## src/rtl/power_wake_map.vh

```
// Behaviour
// - Soft-off short press powers on to working.
// - Working short press enters sleeping state.
// - Working hold over six seconds forces soft-off.
// - Sleeping short press wakes to working.
// - Sleeping hold over six seconds goes soft-off.
// - Software soft-off request switches system off.
// - Listed wake sources wake from S3, S4, S5.
// - USB wakes only from S3.
// - Front-panel switch requests power and sleep.
// - PCI power-event wakes only when enabled.
// - AC return restores last state per policy.
// - Rail fault forces power-down and warning.
`ifndef POWER_WAKE_MAP_VH
`define POWER_WAKE_MAP_VH
`define CLK_HZ          10000000
`define SHORT_PRESS_S   4
`define LONG_PRESS_S    6
`define DEBOUNCE_US     10000
`define ST_S0           3'h0
`define ST_S3           3'h1
`define ST_S4           3'h2
`define ST_S5           3'h3
`define POLICY_OFF      2'h0
`define POLICY_ON       2'h1
`define POLICY_LAST     2'h2
`endif

```

## src/rtl/power_button_wake_controller.v

```verilog
`timescale 1ns/1ps
`include "power_wake_map.vh"
module power_button_wake_controller #(
  parameter [31:0] SHORT_CYCLES    = `SHORT_PRESS_S * `CLK_HZ,
  parameter [31:0] LONG_CYCLES     = `LONG_PRESS_S * `CLK_HZ,
  parameter [31:0] DEBOUNCE_CYCLES = (`DEBOUNCE_US * (`CLK_HZ / 1000000))
) (
  input  wire       clk,
  input  wire       reset,
  input  wire       power_switch_n,
  input  wire       rtc_alarm,
  input  wire       lan_wake,
  input  wire       usb_wake,
  input  wire       pci_event_wake,
  input  wire       pcie_wake,
  input  wire       infrared_remote_wake,
  input  wire       pci_event_wake_en,
  input  wire       os_soft_off,
  input  wire       os_sleep_s3,
  input  wire       os_sleep_s4,
  input  wire       rail_fault,
  input  wire [1:0] ac_policy,
  input  wire       last_state_on,
  output reg        power_on,
  output reg  [2:0] sleep_state,
  output reg        rail_warning
);

  reg  [2:0]  state_r;
  reg  [2:0]  state_nxt;
  reg  [2:0]  sw_sync_r;
  reg  [2:0]  wk_a_r;
  reg  [2:0]  wk_b_r;
  reg  [2:0]  wk_c_r;
  reg  [2:0]  wk_d_r;
  reg  [2:0]  wk_e_r;
  reg  [2:0]  wk_f_r;
  reg  [2:0]  fault_r;
  reg  [31:0] db_cnt_r;
  reg         pressed_r;
  reg  [31:0] hold_cnt_r;
  reg         long_done_r;
  reg         boot_done_r;
  wire        sw_level;
  wire        press_release;
  wire        long_hit;
  wire        wake_any;
  wire        wake_deep;
  reg         sw_lvl_r;
  reg         rtc_lvl_r;
  reg         lan_lvl_r;
  reg         usb_lvl_r;
  reg         pci_lvl_r;
  reg         pcie_lvl_r;
  reg         ir_lvl_r;
  reg         fault_lvl_r;
  wire        rtc_lvl;
  wire        lan_lvl;
  wire        usb_lvl;
  wire        pci_lvl;
  wire        pcie_lvl;
  wire        ir_lvl;
  wire        fault_lvl;

  // A synchronised level changes only once the last two stages agree.
  function filt;
    input [2:0] s;
    input       held;
    begin
      if (s[2] == s[1]) begin
        filt = s[2];
      end else begin
        filt = held;
      end
    end
  endfunction

  always @(posedge clk) begin
    sw_sync_r <= {sw_sync_r[1:0], ~power_switch_n};
    wk_a_r    <= {wk_a_r[1:0], rtc_alarm};
    wk_b_r    <= {wk_b_r[1:0], lan_wake};
    wk_c_r    <= {wk_c_r[1:0], usb_wake};
    wk_d_r    <= {wk_d_r[1:0], pci_event_wake};
    wk_e_r    <= {wk_e_r[1:0], pcie_wake};
    wk_f_r    <= {wk_f_r[1:0], infrared_remote_wake};
    fault_r   <= {fault_r[1:0], rail_fault};
  end

  assign sw_level  = filt(sw_sync_r, sw_lvl_r);
  assign rtc_lvl   = filt(wk_a_r, rtc_lvl_r);
  assign lan_lvl   = filt(wk_b_r, lan_lvl_r);
  assign usb_lvl   = filt(wk_c_r, usb_lvl_r);
  assign pci_lvl   = filt(wk_d_r, pci_lvl_r);
  assign pcie_lvl  = filt(wk_e_r, pcie_lvl_r);
  assign ir_lvl    = filt(wk_f_r, ir_lvl_r);
  assign fault_lvl = filt(fault_r, fault_lvl_r);

  always @(posedge clk) begin
    if (reset) begin
      sw_lvl_r    <= 1'h0;
      rtc_lvl_r   <= 1'h0;
      lan_lvl_r   <= 1'h0;
      usb_lvl_r   <= 1'h0;
      pci_lvl_r   <= 1'h0;
      pcie_lvl_r  <= 1'h0;
      ir_lvl_r    <= 1'h0;
      fault_lvl_r <= 1'h0;
    end else begin
      sw_lvl_r    <= sw_level;
      rtc_lvl_r   <= rtc_lvl;
      lan_lvl_r   <= lan_lvl;
      usb_lvl_r   <= usb_lvl;
      pci_lvl_r   <= pci_lvl;
      pcie_lvl_r  <= pcie_lvl;
      ir_lvl_r    <= ir_lvl;
      fault_lvl_r <= fault_lvl;
    end
  end

  // Debounced press state and hold timer.
  always @(posedge clk) begin
    if (reset) begin
      db_cnt_r    <= 32'h00000000;
      pressed_r   <= 1'b0;
      hold_cnt_r  <= 32'h00000000;
      long_done_r <= 1'b0;
    end else begin
      if (sw_level == pressed_r) begin
        db_cnt_r <= 32'h00000000;
      end else if (db_cnt_r >= DEBOUNCE_CYCLES) begin
        db_cnt_r  <= 32'h00000000;
        pressed_r <= sw_level;
      end else begin
        db_cnt_r <= db_cnt_r + 32'h00000001;
      end
      if (!pressed_r) begin
        hold_cnt_r  <= 32'h00000000;
        long_done_r <= 1'b0;
      end else begin
        if (hold_cnt_r != 32'hFFFFFFFF) begin
          hold_cnt_r <= hold_cnt_r + 32'h00000001;
        end
        if (long_hit) begin
          long_done_r <= 1'b1;
        end
      end
    end
  end

  // A release before the long threshold counts as a short press.
  assign press_release = pressed_r && db_cnt_r >= DEBOUNCE_CYCLES && !sw_level
                         && !long_done_r && hold_cnt_r < LONG_CYCLES;
  assign long_hit      = pressed_r && !long_done_r && hold_cnt_r >= LONG_CYCLES;

  assign wake_deep = rtc_lvl | lan_lvl | pcie_lvl | ir_lvl
                     | (pci_lvl & pci_event_wake_en);
  assign wake_any  = wake_deep | usb_lvl;

  always @* begin
    state_nxt = state_r;
    case (state_r)
      `ST_S0: begin
        if (long_hit) begin
          state_nxt = `ST_S5;
        end else if (press_release) begin
          state_nxt = `ST_S3;
        end else if (os_soft_off) begin
          state_nxt = `ST_S5;
        end else if (os_sleep_s4) begin
          state_nxt = `ST_S4;
        end else if (os_sleep_s3) begin
          state_nxt = `ST_S3;
        end
      end
      `ST_S3: begin
        if (long_hit) begin
          state_nxt = `ST_S5;
        end else if (press_release || wake_any) begin
          state_nxt = `ST_S0;
        end
      end
      `ST_S4: begin
        if (long_hit) begin
          state_nxt = `ST_S5;
        end else if (press_release || wake_deep) begin
          state_nxt = `ST_S0;
        end
      end
      default: begin
        if (press_release || wake_deep) begin
          state_nxt = `ST_S0;
        end
      end
    endcase
    if (fault_lvl) begin
      state_nxt = `ST_S5;
    end
  end

  always @(posedge clk) begin
    if (reset) begin
      state_r      <= `ST_S5;
      boot_done_r  <= 1'b0;
      rail_warning <= 1'b0;
      power_on     <= 1'b0;
      sleep_state  <= `ST_S5;
    end else begin
      boot_done_r <= 1'b1;
      if (!boot_done_r) begin
        if (fault_lvl) begin
          state_r <= `ST_S5;
        end else if (ac_policy == `POLICY_ON
            || (ac_policy == `POLICY_LAST && last_state_on)) begin
          state_r <= `ST_S0;
        end else begin
          state_r <= `ST_S5;
        end
      end else begin
        state_r <= state_nxt;
      end
      if (fault_lvl) begin
        rail_warning <= 1'b1;
      end
      power_on    <= (state_r == `ST_S0);
      sleep_state <= state_r;
    end
  end

endmodule

```

## config.mk

```make
export PLATFORM = sky130hd
export DESIGN_NAME = power_button_wake_controller
export DESIGN_NICKNAME = d
export VERILOG_FILES = /design/src/rtl/power_button_wake_controller.v
export VERILOG_INCLUDE_DIRS = /design/src /design/src/rtl
export SDC_FILE = /design/constraint.sdc
export NUM_CORES = 1
export LEC_CHECK = 0
export BUFFER_PORTS_ARGS = -buffer_cell sky130_fd_sc_hd__buf_2
export CAP_MARGIN = 20
export CORE_ASPECT_RATIO = 0.6
export CORE_MARGIN = 5
export CORE_UTILIZATION = 65
export CTS_BUF_LIST = sky130_fd_sc_hd__clkbuf_8
export DETAILED_ROUTE_END_ITERATION = 7
export GPL_ROUTABILITY_DRIVEN = 0
export PLACE_DENSITY = 0.84
export SLEW_MARGIN = 25
export SYNTH_ARGS = -nofsm -noshare
export SYNTH_HDL_FRONTEND = slang
export SYNTH_SLANG_ARGS = --single-unit
```

## constraint.sdc

```tcl
create_clock -name clk -period 7.1 [get_ports clk]
set_input_delay 0 -clock clk [delete_from_list [all_inputs] [get_ports clk]]
set_output_delay 0 -clock clk [all_outputs]
set_load 0.03 [all_outputs]
```

# Word level (Yosys, flattened, before mapping)
# Index checks and enable logic that the tools add are counted.
# totals
input_bits,17
ff_bits,107
word_cells,95
# classes
order_cmp,3
muxes,23
eq_ne,16
add_sub_neg,2
n_bitwise,9
reduce_logical,17
# op_table
op,n
"adder 32 x 1 -> 32 bit, second input constant",2
two-way mux 3 bit,11
">= comparator 32 x 17 -> 1 bit, second input constant",1
">= comparator 32 x 26 -> 1 bit, second input constant",1
"less-than comparator 32 x 26 -> 1 bit, second input constant",1
"inequality test 32 bit, second input constant",1
equality test 1 bit,9
two-way mux 1 bit,9
case mux 3 bit (3 select lines),1
"inequality test 8 bit, second input constant",1
logical AND 1 bit,7
"inequality test 5 bit, second input constant",1
OR 1 bit,5
two-way mux 2 bit,2
AND reduction 2 bit,2
"equality test 3 x 1 -> 1 bit, second input constant",1
"equality test 3 x 2 -> 1 bit, second input constant",1
zero test 3 bit,1
logical OR 1 bit,3
inverter 1 bit,3
OR reduction 3 bit,1
"equality test 2 x 1 -> 1 bit, second input constant",1
"equality test 2 bit, second input constant",1
zero test 1 bit,2
2 further kinds,2

# Depth between registers and ports, before layout
# depth
depth_word,13
depth_mapped,9
mapped_depth_nobuf,7

# Least setup slack after synthesis
# No wires, ideal clock.
# synth_path
path_type,register -> register
from,register hold_cnt_r[6]
to,register hold_cnt_r[17]
path_stages_with_launch,10
setup_ns,0.128
t_required_ns,6.972
arrival_ns,2.132
n_path_buf,2
slack_ns,4.841
cell_sequence,dfxtp_1 -> nand2_1 -> or4_4 -> buf_6 -> nor4b_4 -> a211oi_2 -> buf_6 -> nand4_1 -> xor2_1 -> nor2_1
# synth_via
elab_chain_cells,1
elab_cells_between_ends,2
cone_classes,1 x add/sub; 1 x eq/ne
# synth_lines
element,line,source
"start, declared",power_button_wake_controller.v:41,reg [31:0] hold_cnt_r;
"start signal, assigned",power_button_wake_controller.v:141,hold_cnt_r <= hold_cnt_r + 32'h00000001;
adder 32 x 1 -> 32 bit or inequality test 32 bit (tied branches),"power_button_wake_controller.v:141, power_button_wake_controller.v:140",
# Several ways; a longest one is shown, not always the timed one.
# A chain may end at the register's enable or synchronous reset.

# Worst setup path in the final report
# layout_path
from,register db_cnt_r[24]
to,register state_r[0]
# layout_via
elab_chain_cells,11
elab_cells_between_ends,17
cone_classes,1 x order compare; 2 x eq/ne; 7 x mux; 7 x reduce/logical
# layout_lines
element,line,source
"start, declared",power_button_wake_controller.v:39,reg [31:0] db_cnt_r;
"start signal, assigned",power_button_wake_controller.v:134,db_cnt_r <= db_cnt_r + 32'h00000001;
>= comparator 32 x 17 -> 1 bit (*),power_button_wake_controller.v:151,assign press_release = pressed_r && db_cnt_r >= DEBOUNCE_CYCLES && !sw_level
logical AND 1 bit (*) (2 in a row),power_button_wake_controller.v:151,
logical AND 1 bit (*) (2 in a row),power_button_wake_controller.v:152,&& !long_done_r && hold_cnt_r < LONG_CYCLES;
logical OR 1 bit,"power_button_wake_controller.v:185, power_button_wake_controller.v:190",
two-way mux 3 bit (2 in a row),-,
case mux 3 bit (3 select lines),power_button_wake_controller.v:161,case (state_r)
two-way mux 3 bit,power_button_wake_controller.v:195,if (fault_lvl) begin
two-way mux 3 bit,power_button_wake_controller.v:209,if (!boot_done_r) begin
"end signal, assigned",power_button_wake_controller.v:202,state_r <= `ST_S5;
"end signal, assigned",power_button_wake_controller.v:211,state_r <= `ST_S5;
"end signal, assigned",power_button_wake_controller.v:214,state_r <= `ST_S0;
"end, declared",power_button_wake_controller.v:29,reg [2:0] state_r;
# Mark *: on every way between the ends. The rest lies on a longest branch, timed or not.

==> metrics.md <==
| Metric | Value |
|---|---|
| Yosys Warn Count | 0 |
| Setup Buffers After CTS | 0 |
| Max layer used | met4 |
| Area grow syn2layout | 12.9% |
| TritonRoute pass-1 iters | 4 |
| H-tree Lvls | 3 |
| Minimum clock period | 2.65 ns |
| DRC | 0 |
| Vias in the first global route | about 2800 |
| Mapped Cells | between 400 and 500 |
| CTS clock-pin slew for the worst setup and hold paths | 0.11 ns |
| Post-synthesis cell type count | 46 |
| CP arrival | 2.90 ns |
| Hold Violations, Final | 0 |
| GR Util All Layers | 22.0% |
| WL met3 | between 400 and 500 µm |
| ANT cells | 0 |
| Seq/Total Area, Yosys | 54.7% |
| Worst setup margin | between 4 and 5 ns |
| Flops & latches, synth | around 110 |
| Register-to-Register Path Depth | 7 |
| First-pass GRT wire length | approximately 13000 µm |
| Yosys top cell area share | between 50% and 60% |
| WL per Instance | about 15 µm |
| CP max FO | 2 |
| Most numerous cell in the Yosys netlist | dfxtp_1 |
| Vias per cell | 5.43 |
| Clk sinks | about 110 |
| Worst Setup Path Type | flop to flop |
| Top Registers | db_cnt_r x32, hold_cnt_r x32 |
| Dpl hpwl | between 5000 and 6000 µm |
| WL met2 | roughly 3600 µm |
| Post-synth top cells | dfxtp_1 (107), nor2_1 (67), nand2_1 (32) |
| Largest net degree at the start of global routing | 33 |
| Die area | slightly below 0.008 mm² |
| Unrepaired setup endpoints after global routing | false |
| Leakage | around 1.6 nW |
| Fillers | approximately 380 |
| Worst EP required | 7.36 ns |
| Number of enable flip-flop cells after synthesis | 0 |
| Initial DRC count | 191 |
| Outcome | finished clean |
| Seq pwr share | between 60 and 70% |
| Resized cells post-CTS | 0 |
| Cell taking the most area after synthesis | dfxtp_1 |
| CTS max path bufs | 2 |
| Core Rows | 21 |
| Max Clock Skew | 0.0149 ns |
| PortBufs | 21 |
| Hold Crit Depth | 3 |
| Clock root cell | clkbuf_8 |
| P_int | just under 800 µW |
| CTS Buf Count | 9 |
| Synth async-reset ratio | 0% |
| Grt ovf | 0 |
| Initial antenna violation count | 0 |
| Tightest Pin Transition | roughly 0.91 ns |
| Met1 WL | ~3600 µm |
| Max Fclk | between 0.3 and 0.4 GHz |
| # IOs | 22 |
| Top cells by area, synth | dfxtp_1 (55%), nor2_1 (6.4%), xor2_1 (6.3%) |
| Initial Utilization | about two thirds |
| Hold WC Path Type | primary input to flop |
| Chip height | 70.1 µm |
| Switching share of power | roughly 25% |
| Hold buffer count at cts | 9 |
| Syn Area/Cell | ~9.7 µm² |
| CP endpoint kind | flop |
| Relative slew slack | 39.3% |
| Routed WL | approximately 7800 µm |
| Fin crit share | between 30% and 40% |
| Logic gate share of total power | roughly 4.0% |
| Synth Flop Type | dfxtp_1 |
| Core ar. | 0.00570 mm² |
| Final nets | approximately 470 |
| Clk pwr share | 35.1% |
| Finish-stage setup viols | 0 |
| DP Worst Slack | ~4.5 ns |
| Total of max-cap violations | 0 |
| Syn Std Cell Area | 0.00392 mm² |
| P per Cell Area | about 230 mW/mm² |
| Crit start category | flop |
| Setup TNS | 0 ns |
| Layout cells sized above 1 | between 10% and 20% |
| P_sw | 253 µW |
| CTS tree | done |
| Finished Core Util | between 70% and 80% |
| Pins Over Slew Limit | 0 |
| Via count | 2903 |
| Post-route ant nets | 0 |
| VDD IR max | around 240 µV |
| Die width | between 100 and 150 µm |
| Clock Latency Late Sink | between 0.3 and 0.4 ns |
## cells by family (layout without fill, tap and decap cells)
group                      Yosys count  in the layout  share of synthesized area, %
muxes                                1              1                         0.256
buffers and inverters               18             56                          2.11
adders and majority gates           11             11                          3.07
AOI/OAI and AO/OA                   34             34                          5.75
xor gates and xnor gates            43             43                          9.62
DFF                                107            107                          54.7
other                                1             15                        0.0958
and+or+nand+nor                    188            188                          24.4
## placed cells by master, fill, tap and decap left out, types with 2 or more instances in the layout
cell type and instances:
nand2_2 2, nor3_1 4, a211o_1 2, clkinv_8 2, nand4_1 13, nor2b_1 5, a2111oi_0 3, ha_1 4
clkbuf_8 9, o21ai_0 8, nand2_1 31, conb_1 15, or3_1 4, nor4_1 8, and4_1 4, and2_1 7
maj3_1 7, inv_1 9, and3_1 10, xor2_1 28, o211ai_1 2, a31oi_1 3, xnor2_1 15, a211oi_1 2
buf_2 21, nand3_1 20, dfxtp_1 107, a21oi_1 8, or2_2 3, dlygate4sd3_1 9, inv_6 2, nor2_1 67
a21o_1 2
## area by class of cell
cell class	count	area (µm²)	share of cell area, %
multi-input cells	292	1750	39.5
clock inverters	7	77.6	1.75
clock buffers	9	124	2.80
repair buffers	30	195	4.41
inverters	10	37.5	0.849
flip-flops and latches	107	2140	48.4
well taps	80	100	2.26
## power groups by stage
stage	sequential [mW]	clock (mW)	combinational [mW]
2_1_floorplan	0.640	0	0.0218
3_3_place_gp	0.639	0	0.0346
3_5_place_dp	0.640	0	0.0360
4_1_cts	0.626	0.368	0.0399
5_1_grt	0.629	0.396	0.0456
6_report	0.626	0.361	0.0413
## final timing paths
check | start | endpoint | slack, ns
worst min-delay path | os_sleep_s3 | state_r[2]$_SDFFE_PP0P_ | 0.01
worst max-delay path | db_cnt_r[24]$_SDFF_PP0_ | state_r[0]$_SDFFE_PP1P_ | 4.45
worst max register to register | db_cnt_r[24]$_SDFF_PP0_ | state_r[0]$_SDFFE_PP1P_ | 4.45
worst min register to register | sw_sync_r[0]$_DFF_P_ | sw_sync_r[1]$_DFF_P_ | 0.34
## layer usage
metal / up-vias / GRT usage [%]
met5: - / 0
met2: 74 / 34.7
met1: 1365 / 28.7
met3: 10 / 6.81
li1: 1454 / -
met4: 0 / 6.97
## worst max-delay path, cell delays in order (launching register included)
cell and delay, ns:
dfxtp_1 0.31, or4_1 0.54, nor4_1 0.42, a31o_2 0.24, a21oi_1 0.07, or3b_1 0.36
a2111oi_0 0.44, a31oi_1 0.13
## stage by stage
stage | cells | area [µm²] | hold slack, ns | power (mW)
final | 535 | 4420 | 0.0117 | 1.03
after global routing | 535 | 4420 | 0.0383 | 1.07
after CTS | 535 | 4420 | 0.00424 | 1.03
after detailed placement | 510 | 4130 | 0.104 | 0.676
after global placement | 510 | 4130 | 0.103 | 0.673
after floorplan | 417 | 3970 | 0.0277 | 0.662
No activity file was read; power rests on OpenSTA's default activity.
